==> config.mk <==
export PLATFORM = sky130hd
export DESIGN_NAME = dci_decode
export DESIGN_NICKNAME = d
export VERILOG_FILES = /design/src/design/dci_pkg.sv /design/src/design/dci_decode.sv /design/src/design/dci_sync.sv
export SDC_FILE = /design/constraint.sdc
export NUM_CORES = 1
export LEC_CHECK = 0
export BUFFER_PORTS_ARGS = -buffer_cell sky130_fd_sc_hd__buf_2
export CORE_MARGIN = 3
export CORE_UTILIZATION = 45
export CTS_BUF_LIST = sky130_fd_sc_hd__clkbuf_16
export DETAILED_ROUTE_END_ITERATION = 10
export PLACE_DENSITY = 0.69
export RECOVER_POWER = 100
export SYNTH_ARGS = -nofsm -noshare
export SYNTH_HDL_FRONTEND = slang
export SYNTH_SLANG_ARGS = --single-unit
==> constraint.sdc <==
create_clock -name sys_clk -period 7.3 [get_ports sys_clk]
set_clock_uncertainty 0.05 [all_clocks]
set_input_delay 2.19 -clock sys_clk [delete_from_list [all_inputs] [get_ports sys_clk]]
set_output_delay 2.19 -clock sys_clk [all_outputs]
set_load 0.01 [all_outputs]
==> src/design/dci_pkg.sv <==
// Constants and types shared by the command and address input decoder
package dci_pkg;
  // Widths of the address, bank and chip-id fields
  localparam int ADDR_W = 18;
  localparam int BA_W = 2;
  localparam int BG_W = 2;
  localparam int CID_W = 3;
  localparam int NBANK = 16;
  // Address bit positions with extra meaning
  localparam int AP_BIT = 10;
  localparam int BC_BIT = 12;
  localparam int A17_BIT = 17;
  // Pin synchroniser depth
  localparam int SYNC_DEPTH = 3;
  // Organisation codes
  localparam logic [1:0] ORG_X4 = 2'h0;
  localparam logic [1:0] ORG_X8 = 2'h1;
  localparam logic [1:0] ORG_X16 = 2'h2;
  // Stack height codes: planar, 2H, 4H, 8H
  localparam logic [1:0] STK_1H = 2'h0;
  localparam logic [1:0] STK_2H = 2'h1;
  localparam logic [1:0] STK_4H = 2'h2;
  localparam logic [1:0] STK_8H = 2'h3;
  // Decoded command codes
  typedef enum logic [3:0] {
    DCI_CMD_NONE = 4'h0,
    DCI_CMD_ACT = 4'h1,
    DCI_CMD_RD = 4'h2,
    DCI_CMD_WR = 4'h3,
    DCI_CMD_PRE = 4'h4,
    DCI_CMD_PREA = 4'h5,
    DCI_CMD_REF = 4'h6,
    DCI_CMD_MRS = 4'h7,
    DCI_CMD_SRE = 4'h8,
    DCI_CMD_SRX = 4'h9,
    DCI_CMD_PDE = 4'ha,
    DCI_CMD_PDX = 4'hb,
    DCI_CMD_ZQC = 4'hc,
    DCI_CMD_NOP = 4'hd,
    DCI_CMD_RSV = 4'he
  } dci_cmd_e;
  // Power states, one-hot
  typedef enum logic [3:0] {
    DCI_PS_IDLE = 4'h1,
    DCI_PS_PPD = 4'h2,
    DCI_PS_APD = 4'h4,
    DCI_PS_SR = 4'h8
  } dci_pwr_e;
endpackage : dci_pkg

==> src/design/dci_decode.sv <==
// DDR4 command and address input decoder with power-state tracking
`timescale 1ns/1ps
module dci_decode #(
  parameter logic [1:0] ORG = dci_pkg::ORG_X4,
  parameter logic [1:0] STACK = dci_pkg::STK_1H,
  parameter bit DUAL_DIE = 1'b0
) (
  // System clock, reset and freeze
  input wire logic sys_clk,
  input wire logic rst,
  input wire logic clk_en,
  // Device reset pin, active low
  input wire logic reset_pin_n,
  // Memory clock and control pins
  input wire logic ck_t,
  input wire logic cke0,
  input wire logic cke1,
  input wire logic cs0_n,
  input wire logic cs1_n,
  input wire logic odt0,
  input wire logic odt1,
  // Command and address pins
  input wire logic act_n,
  input wire logic [dci_pkg::ADDR_W-1:0] addr,
  input wire logic [dci_pkg::BG_W-1:0] bg,
  input wire logic [dci_pkg::BA_W-1:0] ba,
  input wire logic [dci_pkg::CID_W-1:0] cid,
  input wire logic par_in,
  // Parity enable from mode register 5 state
  input wire logic par_en,
  // Decoded command
  output dci_pkg::dci_cmd_e cmd,
  output logic cmd_vld,
  output logic die_sel,
  output logic [dci_pkg::CID_W-1:0] cmd_cid,
  output logic [dci_pkg::BG_W-1:0] cmd_bg,
  output logic [dci_pkg::BA_W-1:0] cmd_ba,
  output logic [dci_pkg::ADDR_W-1:0] cmd_addr,
  output logic auto_pre,
  output logic burst_chop,
  output logic par_err,
  // Power and buffer state
  output dci_pkg::dci_pwr_e pwr_state,
  output logic clk_on,
  output logic buf_cmd_en,
  output logic buf_odt_en,
  output logic any_open
);
  import dci_pkg::*;

  // Elaboration check on organisation and stack codes
  if (ORG > ORG_X16) begin : g_bad_org
    $error("ORG code not supported");
  end
  if (DUAL_DIE && STACK != STK_1H) begin : g_bad_ddp
    $error("Dual-die and chip-id stacking are exclusive");
  end

  localparam int PW = 3 + 1 + 1 + ADDR_W + BG_W + BA_W + CID_W + 1 + 4;
  logic [PW-1:0] pin_raw;
  logic [PW-1:0] pin_s;
  logic ck_s;
  logic [1:0] cke_s;
  logic [1:0] cs_n_s;
  logic [1:0] odt_s;
  logic act_n_s;
  logic [ADDR_W-1:0] a_s;
  logic [BG_W-1:0] bg_s;
  logic [BA_W-1:0] ba_s;
  logic [CID_W-1:0] cid_s;
  logic par_s;
  logic rstn_s;
  logic ck_d_r; // Previous sampled memory clock
  logic ck_rise; // Rising edge of memory clock
  logic [1:0] cke_prev_r; // Enable at the previous memory edge, or at the previous sample while in self refresh
  logic [NBANK-1:0] open_r; // Row-open state per bank
  dci_pwr_e ps_r;
  dci_pwr_e ps_nxt;
  dci_cmd_e dec;
  logic sel;
  logic bank_ok;
  logic [3:0] bidx;
  logic [ADDR_W-1:0] a_eff;
  logic [BG_W-1:0] bg_eff;
  logic int_rst;

  // Pin bundle into the shared synchroniser
  assign pin_raw = {ck_t, cke1, cke0, cs1_n, cs0_n, odt1, odt0,
                    act_n, addr, bg, ba, cid, par_in, reset_pin_n};
  dci_sync #(.W(PW)) u_sync (
    .sys_clk(sys_clk),
    .rst(rst),
    .clk_en(clk_en),
    .pin_in(pin_raw),
    .pin_out(pin_s)
  );
  assign {ck_s, cke_s, cs_n_s, odt_s, act_n_s, a_s, bg_s, ba_s, cid_s,
          par_s, rstn_s} = pin_s;

  // internal reset from the device pin alone, active while pin low
  assign int_rst = ~rstn_s;

  // Organisation masking of bank group and A17
  function automatic logic [ADDR_W-1:0] mask_a(input logic [ADDR_W-1:0] a);
    logic [ADDR_W-1:0] m;
    m = a;
    if (ORG != ORG_X4) begin
      m[A17_BIT] = 1'b0;
    end
    return m;
  endfunction : mask_a

  function automatic logic [BG_W-1:0] mask_bg(input logic [BG_W-1:0] g);
    logic [BG_W-1:0] m;
    m = g;
    if (ORG == ORG_X16) begin
      m[1] = 1'b0;
    end
    return m;
  endfunction : mask_bg

  assign a_eff = mask_a(a_s);
  assign bg_eff = mask_bg(bg_s);
  assign bidx = {bg_eff, ba_s};

  // Memory clock edge finder
  always_ff @(posedge sys_clk or posedge rst) begin
    if (rst) begin
      ck_d_r <= 1'b0;
    end else if (clk_en) begin
      ck_d_r <= ck_s;
    end
  end
  assign ck_rise = ck_s & ~ck_d_r;

  // select: die 1 by its own select when dual-die
  assign sel = ~cs_n_s[0] | (DUAL_DIE & ~cs_n_s[1]);

  // Command truth table decode
  always_comb begin
    dec = DCI_CMD_NONE;
    if (cke_prev_r[0] && !cke_s[0]) begin
      // enable falling: power-down or self refresh entry
      if (sel && act_n_s && a_s[16:14] == 3'b001) begin
        dec = DCI_CMD_SRE;
      end else begin
        dec = DCI_CMD_PDE;
      end
    end else if (!cke_prev_r[0] && cke_s[0]) begin
      dec = (ps_r == DCI_PS_SR) ? DCI_CMD_SRX : DCI_CMD_PDX;
    end else if (cke_prev_r[0] && cke_s[0] && sel) begin
      // decode only with enable high and select low
      if (!act_n_s) begin
        dec = DCI_CMD_ACT;
      end else begin
        unique case (a_s[16:14])
          3'b000: dec = DCI_CMD_MRS;
          3'b001: dec = DCI_CMD_REF;
          3'b010: dec = a_s[AP_BIT] ? DCI_CMD_PREA : DCI_CMD_PRE;
          3'b011: dec = DCI_CMD_RSV;
          3'b100: dec = DCI_CMD_WR;
          3'b101: dec = DCI_CMD_RD;
          3'b110: dec = DCI_CMD_ZQC;
          3'b111: dec = DCI_CMD_NOP;
        endcase
      end
    end
  end

  // Bank state tracking from decoded commands
  always_ff @(posedge sys_clk or posedge rst) begin
    if (rst) begin
      open_r <= '0;
    end else if (clk_en) begin
      if (int_rst) begin
        open_r <= '0;
      end else if (ck_rise && buf_cmd_en) begin
        unique case (dec)
          DCI_CMD_ACT: open_r[bidx] <= 1'b1;
          DCI_CMD_PRE: open_r[bidx] <= 1'b0;
          DCI_CMD_PREA: open_r <= '0;
          DCI_CMD_RD, DCI_CMD_WR: begin
            if (a_s[AP_BIT]) begin
              open_r[bidx] <= 1'b0;
            end
          end
          default: ;
        endcase
      end
    end
  end

  // Power state next value
  always_comb begin
    ps_nxt = ps_r;
    unique case (ps_r)
      DCI_PS_IDLE: begin
        if (ck_rise && dec == DCI_CMD_SRE) begin
          ps_nxt = DCI_PS_SR;
        end else if (ck_rise && dec == DCI_CMD_PDE) begin
          ps_nxt = (|open_r) ? DCI_PS_APD : DCI_PS_PPD;
        end
      end
      DCI_PS_PPD, DCI_PS_APD: begin
        if (ck_rise && cke_s[0]) begin
          ps_nxt = DCI_PS_IDLE;
        end
      end
      DCI_PS_SR: begin
        // exit on enable level, no clock edge needed
        if (cke_s[0]) begin
          ps_nxt = DCI_PS_IDLE;
        end
      end
      default: ps_nxt = DCI_PS_IDLE;
    endcase
  end

  // Power state register and previous enable
  always_ff @(posedge sys_clk or posedge rst) begin
    if (rst) begin
      ps_r <= DCI_PS_IDLE;
      cke_prev_r <= 2'h3; // Enables idle high; zero would fake an exit
    end else if (clk_en) begin
      if (int_rst) begin
        ps_r <= DCI_PS_IDLE;
        cke_prev_r <= 2'h3;
      end else begin
        ps_r <= ps_nxt;
        if (ck_rise || ps_r == DCI_PS_SR) begin
          cke_prev_r <= cke_s;
        end
      end
    end
  end

  // Even parity over command and address pins
  function automatic logic calc_par(input logic an,
                                    input logic [BG_W-1:0] g,
                                    input logic [BA_W-1:0] b,
                                    input logic [16:0] a);
    return ^{an, g, b, a};
  endfunction : calc_par

  // registered outputs; self refresh exit needs no clock edge
  always_ff @(posedge sys_clk or posedge rst) begin
    if (rst) begin
      cmd <= DCI_CMD_NONE;
      cmd_vld <= 1'b0;
      die_sel <= 1'b0;
      cmd_cid <= '0;
      cmd_bg <= '0;
      cmd_ba <= '0;
      cmd_addr <= '0;
      auto_pre <= 1'b0;
      burst_chop <= 1'b0;
      par_err <= 1'b0;
    end else if (clk_en) begin
      cmd_vld <= 1'b0;
      par_err <= 1'b0;
      if (!int_rst && (ck_rise || dec == DCI_CMD_SRX) &&
          dec != DCI_CMD_NONE &&
          (buf_cmd_en || dec == DCI_CMD_PDX || dec == DCI_CMD_SRX)) begin
        cmd <= dec;
        cmd_vld <= 1'b1;
        // second die when chip select 0 is high, dual-die only
        die_sel <= DUAL_DIE & cs_n_s[0];
        // chip id only for x4/x8 stacks
        cmd_cid <= (ORG != ORG_X16 && STACK != STK_1H) ? cid_s : '0;
        // bank group and bank, also mode register select
        cmd_bg <= bg_eff;
        cmd_ba <= ba_s;
        // row, column or opcode from address
        cmd_addr <= a_eff;
        auto_pre <= (dec == DCI_CMD_RD || dec == DCI_CMD_WR) & a_s[AP_BIT];
        burst_chop <= (dec == DCI_CMD_RD || dec == DCI_CMD_WR) &
                      ~a_s[BC_BIT];
        par_err <= par_en & sel & (calc_par(act_n_s, bg_s, ba_s, a_s[16:0])
                             != par_s);
      end
    end
  end

  // buffer and clock gating from power state
  always_ff @(posedge sys_clk or posedge rst) begin
    if (rst) begin
      pwr_state <= DCI_PS_IDLE;
      clk_on <= 1'b0;
      buf_cmd_en <= 1'b0;
      buf_odt_en <= 1'b0;
      any_open <= 1'b0;
    end else if (clk_en) begin
      pwr_state <= ps_nxt;
      clk_on <= ~int_rst & (ps_nxt == DCI_PS_IDLE);
      buf_cmd_en <= ~int_rst & (ps_nxt == DCI_PS_IDLE);
      buf_odt_en <= ~int_rst & (ps_nxt != DCI_PS_SR);
      any_open <= |open_r;
    end
  end
endmodule : dci_decode

==> src/design/dci_sync.sv <==
// Three-stage pin synchroniser with agreement filter
`timescale 1ns/1ps
module dci_sync #(
  parameter int W = 1
) (
  // Clock and reset
  input wire logic sys_clk,
  input wire logic rst,
  input wire logic clk_en,
  // Asynchronous input and filtered output
  input wire logic [W-1:0] pin_in,
  output logic [W-1:0] pin_out
);
  import dci_pkg::*;
  logic [W-1:0] s1_r; // First stage, read by s2 only
  logic [W-1:0] s2_r;
  logic [W-1:0] s3_r;
  // Shift chain; output moves only when stages two and three agree
  always_ff @(posedge sys_clk or posedge rst) begin
    if (rst) begin
      s1_r <= '0;
      s2_r <= '0;
      s3_r <= '0;
      pin_out <= '0;
    end else if (clk_en) begin
      s1_r <= pin_in;
      s2_r <= s1_r;
      s3_r <= s2_r;
      // Per bit so a disagreeing bit does not hold back the rest
      for (int i = 0; i < W; i++) begin
        if (s2_r[i] == s3_r[i]) begin
          pin_out[i] <= s3_r[i];
        end
      end
    end
  end
endmodule : dci_sync

## Yosys cells after proc, flatten, opt, wreduce, memory -nomap -nowiden

Index checks and enable logic that the tools add are counted.

- Flip-flop bits (word level): 192
- Output and inout bits: 42
- Logic and storage cells: 200

- Order comparisons: 2
- Equal/unequal tests: 55
- Mux-type cells: 25
- Bitwise gates (word level): 13
- Reductions and logical operators: 58

Operators with widths:

| operator | number |
|---|---|
| $pmux W16 S4 | 1 |
| $reduce_and A2 Y1 | 30 |
| $mux W16 | 3 |
| $mux W4 | 9 |
| $pmux W4 S8 | 1 |
| $eq A1 B1 Y1 | 28 |
| $reduce_xor A22 Y1 | 1 |
| $eq A4 B4 Y1 const B | 5 |
| $and A16 B16 Y16 | 1 |
| $not A16 Y16 | 1 |
| $or A16 B16 Y16 | 1 |
| $reduce_or A16 Y1 | 1 |
| $logic_and A1 B1 Y1 | 14 |
| $eq A3 B3 Y1 const B | 4 |
| $eq A4 B1 Y1 const B | 3 |
| $eq A4 B2 Y1 const B | 3 |
| $eq A4 B3 Y1 const B | 3 |
| $pmux W4 S3 | 1 |
| $and A1 B1 Y1 | 7 |
| $eq A3 B2 Y1 const B | 2 |
| $mux W1 | 6 |
| $logic_or A1 B1 Y1 | 5 |
| $lt A4 B5 Y1 const B | 1 |
| $ne A5 B5 Y1 const B | 1 |
| 15 further kinds | 21 |

## Logic depth before layout (Yosys ltp)

- Word-level depth: 13
- Depth in mapped cells: 10
- Mapped depth without buffers: 8

## Cells and area by module

From an unflattened synthesis, not the netlist that was laid out.

- Cells, all modules: 685
- Area, all modules: 9410.3 um2

By module, submodules not included:

| module | instances | cells an instance | area each (um2) | sequential area each (um2) |
|---|---|---|---|---|
| dci_sync | 1 | 379 | 6010.8 | 3503.4 |
| dci_decode | 1 | 306 | 3399.5 | 1480.2 |

## Least setup slack after synthesis

OpenSTA, ideal clock, no wires.

- Path kind: input to register
- Start: in clk_en
- End: reg open_r[12]
- Setup time: 0.083 ns
- Data arrival time: 3.455 ns
- Data required time: 7.167 ns
- Slack: 3.712 ns
- Stages: 7
- Buffers on the path: 1
- Path through: buf_2 > and2_1 > nand4_1 > a211o_1 > a21oi_1 > nand4_1 > o22ai_1

- Cells in the longest elaborated chain, start to end: 1

Ends and longest elaborated chain:

| what | RTL line | text |
|---|---|---|
| start: declaration | dci_decode.sv:11 | `input wire logic clk_en,` |
| $reduce_and A4 Y1 (no source line) | - |  |
| end signal: assignment | dci_decode.sv:173 | `open_r <= '0;` |
| end signal: assignment | dci_decode.sv:176 | `open_r <= '0;` |
| end signal: indexed assignment | dci_decode.sv:179 | `DCI_CMD_ACT: open_r[bidx] <= 1'b1;` |
| end: declaration | dci_decode.sv:76 | `logic [NBANK-1:0] open_r;` |

No other way between the ends.
A chain may end at the register's enable or synchronous reset.

## Worst setup path in the final report

- Start: in clk_en
- End: reg cmd_addr[2] (netlist name)

- Cells in the longest elaborated chain, start to end: 1

Ends and longest elaborated chain:

| what | RTL line | text |
|---|---|---|
| $reduce_and A2 Y1 (no source line) | - |  |
| end signal: assignment | dci_decode.sv:254 | `cmd_addr <= '0;` |
| end signal: assignment | dci_decode.sv:274 | `cmd_addr <= a_eff;` |
| end: declaration | dci_decode.sv:38 | `output logic [dci_pkg::ADDR_W-1:0] cmd_addr,` |

No other way between the ends.

==> results.tsv <==
stage	metric	value	unit
outcome	status	finished with violations	
outcome	violations	max-capacitance violations, max-slew violations	
power_and_ir_drop	internal_power	2.05	mW
yosys	netlist_instances	669	
cts	ctsHoldBuffers	0	
yosys	synth_area_leaders	dfrtp_1, mux2_2, o21ai_0	
sta	drv_slew	118	
final_layout	fill_cells	1426	
worst_setup_path	worst-path-max-fanout	36	
placed_design	dp_hpwl	9810	µm
sta	tns	0	ns
sta	tightestPinTransition	1.89	ns
yosys	avgSynthCellArea	11.3	µm²
sta	setup_viol	0	
yosys	yosys.area.top_type	dfrtp_1	
power_and_ir_drop	switchingPower	1.12	mW
power_and_ir_drop	swShare	35.3	%
worst_setup_path	ff2ff_path_depth	8	
yosys	synth_ff_type	dfrtp_1	
cts	cts_buffer_depth	2	
sta	fin_crit	5.10	ns
cts	post_cts_buffers	0	
floorplanning	coreArea	16100	µm²
worst_setup_path	cp-start-kind	primary input	
sta	finalHoldViolCount	0	
yosys	synth-seq-cells	171	
cts	clk_pin_slew	0.06	ns
routing	wl	14900	µm
cts	htreeDepth	4	
yosys	synth_edf_count	0	
worst_setup_path	r2r_slack	4.04	ns
worst_hold_path	min_from	cmd_vld	
power_and_ir_drop	vdd_ir_drop_max	0.000202	V
routing	vias	5218	
global_routing	antenna_found_initial	1	
sta	rsz0062_at_grt	false	
sta	slew_headroom	-26.0	%
worst_setup_path	endpoint_kind	register	
global_routing	grt_util_all_layers	17.2	%
final_layout	final_nets	768	
yosys	synth_commonest_cells	dfrtp_1, o21ai_0, mux2_2	
floorplanning	core.rowCount	46	
cts	root_buffer	clkbuf_16	
routing	viasPerCell	5.47	
power_and_ir_drop	power.density	376	nW/µm²
global_routing	first_global_vias	5179	
job	maxCapViolCount	2	
worst_setup_path	worstPathRequired	7.57	ns
sta	fin_hold_ws	0.434	ns
yosys	synth_top_area_share	55.8	%
global_routing	grt_max_degree	121	
worst_hold_path	hp-class	reg2reg	
final_layout	area_growth	12.1	%
floorplanning	ioPinCount	81	
yosys	async_flop_share	100	%
power_and_ir_drop	pwr-share-seq	43.8	%
worst_setup_path	crit_path_start	clk_en	
sta	finalCritPeriodShare	69.8	%
global_routing	globalRouteOverflowTotal	0	
power_and_ir_drop	p_clk_share	26.0	%
placed_design	routabilityCongestion	0.865	
routing	antenna_left	0	
cts	cts_resized	0	
yosys	synth.distinct_cells	60	
routing	dr.pass1.iters	5	
power_and_ir_drop	pwr-share-comb	30.2	%
worst_setup_path	arrival	5.37	ns
floorplanning	die_w	135	µm
cts	cts-buffers-inserted	17	
sta	fmax	196	MHz
global_routing	grt_pass1_wl	25100	µm
cts	clock_sinks	171	
routing	drt_iter0_drc	337	
cts	insertion_delay	0.43	ns
floorplanning	die-height	135	µm
yosys	synth_area	7540	µm²
placed_design	io_buffers	69	
cts	cts_tree	built	
worst_hold_path	holdPathStages	1	
final_layout	diodes	0	
floorplanning	start_util	46.8	%
final_layout	drive_above_1_share	20.7	%
yosys	ys_warn_count	0	
power_and_ir_drop	leakagePower	3.64	nW
yosys	synth_most_common_cell	dfrtp_1	
worst_setup_path	crit_type	in2reg	
routing	route.detailed.drc	0	
yosys	synth-seq-area-share	56.8	%
floorplanning	dieArea	18300	µm²
worst_setup_path	r2r-start	u_sync.pin_out[23]	
routing	wire_per_inst	15.6	µm
[worst max-delay path, stage by stage]
cell and delay (ns):
clkbuf_1 1.16, nand2_1 0.50, a21oi_1 0.32, o2111ai_1 0.24
o21ai_4 0.10, buf_4 0.42, mux2_2 0.40
[layer usage]
metal | wire [µm] | GRT usage (%) | up-vias
li1 | - | - | 2435
met1 | 6500 | 22.1 | 2585
met2 | 7170 | 27.6 | 169
met3 | 922 | 5.13 | 27
met4 | 272 | 6.83 | 2
met5 | 9 | 0 | -
[registers in the layout (all words and copies together) (netlist names), 2 cells and up]
name and cells:
cmd_bg 2, pwr_state 4, ps_r 4, u_sync.s2_r 28
open_r 16, u_sync.pin_out 28, u_sync.s3_r 28, cmd 4
cmd_addr 18, u_sync.s1_r 28, cmd_ba 2
[cell type report]
cell class                 instances  area (µm²)  share of cell area [%]
clock buffer                      17         425                    5.03
clock inverter                    15         116                    1.38
inverter                          55         211                    2.50
multi-input combinational        407        2820                    33.4
sequential                       171        4280                    50.7
tap                              216         270                    3.20
timing repair buffer              73         323                    3.82
[metrics by stage]
| step | setup WS (ns) | std cells | area [µm²] | total power [mW] | utilization, % |
|---|---|---|---|---|---|
| 4_1_cts | 3.33 | 954 | 8560 | 3.25 | 53.1 |
| 3_5_place_dp | 2.87 | 922 | 8020 | 2.41 | 49.8 |
| 5_1_grt | 2.02 | 954 | 8450 | 3.39 | 52.4 |
| 2_1_floorplan | 0.433 | 672 | 7550 | 2.14 | - |
| 6_report | 2.20 | 954 | 8450 | 3.18 | 52.4 |
| 3_3_place_gp | 3.00 | 922 | 8020 | 2.36 | 49.8 |
[power groups by stage]
stage	Sequential [mW]	Combinational [mW]	Clock, mW
2_1_floorplan	1.35	0.787	0
3_3_place_gp	1.39	0.968	0
5_1_grt	1.43	1.07	0.893
3_5_place_dp	1.41	1.01	0
4_1_cts	1.39	1.02	0.849
6_report	1.39	0.960	0.825
[cell families after synthesis]
group,share of synthesized area (%)
AO/OA/AOI/OAI,14.3
XOR/XNOR,2.67
adder cells (fa/ha/maj),0.664
buffers and inverters,5.31
flip-flops,56.8
multiplexers,13.1
other,0.0498
AND/OR/NAND/NOR,7.09
[final timing paths]
kind,to
worst max-delay path,cmd_addr[2]
worst min-delay path,cmd_vld
worst max register to register,open_r[4]
worst min register to register,cmd_vld
max in group asynchronous,u_sync.s2_r[30]
min in group asynchronous,u_sync.s1_r[20]
[cell usage in the layout (no fill, tap or decap), types with 3 or more instances in the layout]
cell type	count
inv_6	5
buf_2	29
nand4_1	3
a21oi_1	53
inv_1	54
mux2_2	77
conb_1	4
dfstp_2	3
nand2_1	48
xnor2_1	22
o22ai_1	19
nor2_1	12
clkbuf_1	40
clkbuf_16	17
dfrtp_1	168
mux2_1	8
o21ai_0	87
nand2b_1	6
nor2b_1	7
ha_1	4
nor4_1	5
nand3_1	10
clkinv_4	3
buf_4	3
Note: power is estimated with default switching activity, not from simulation.
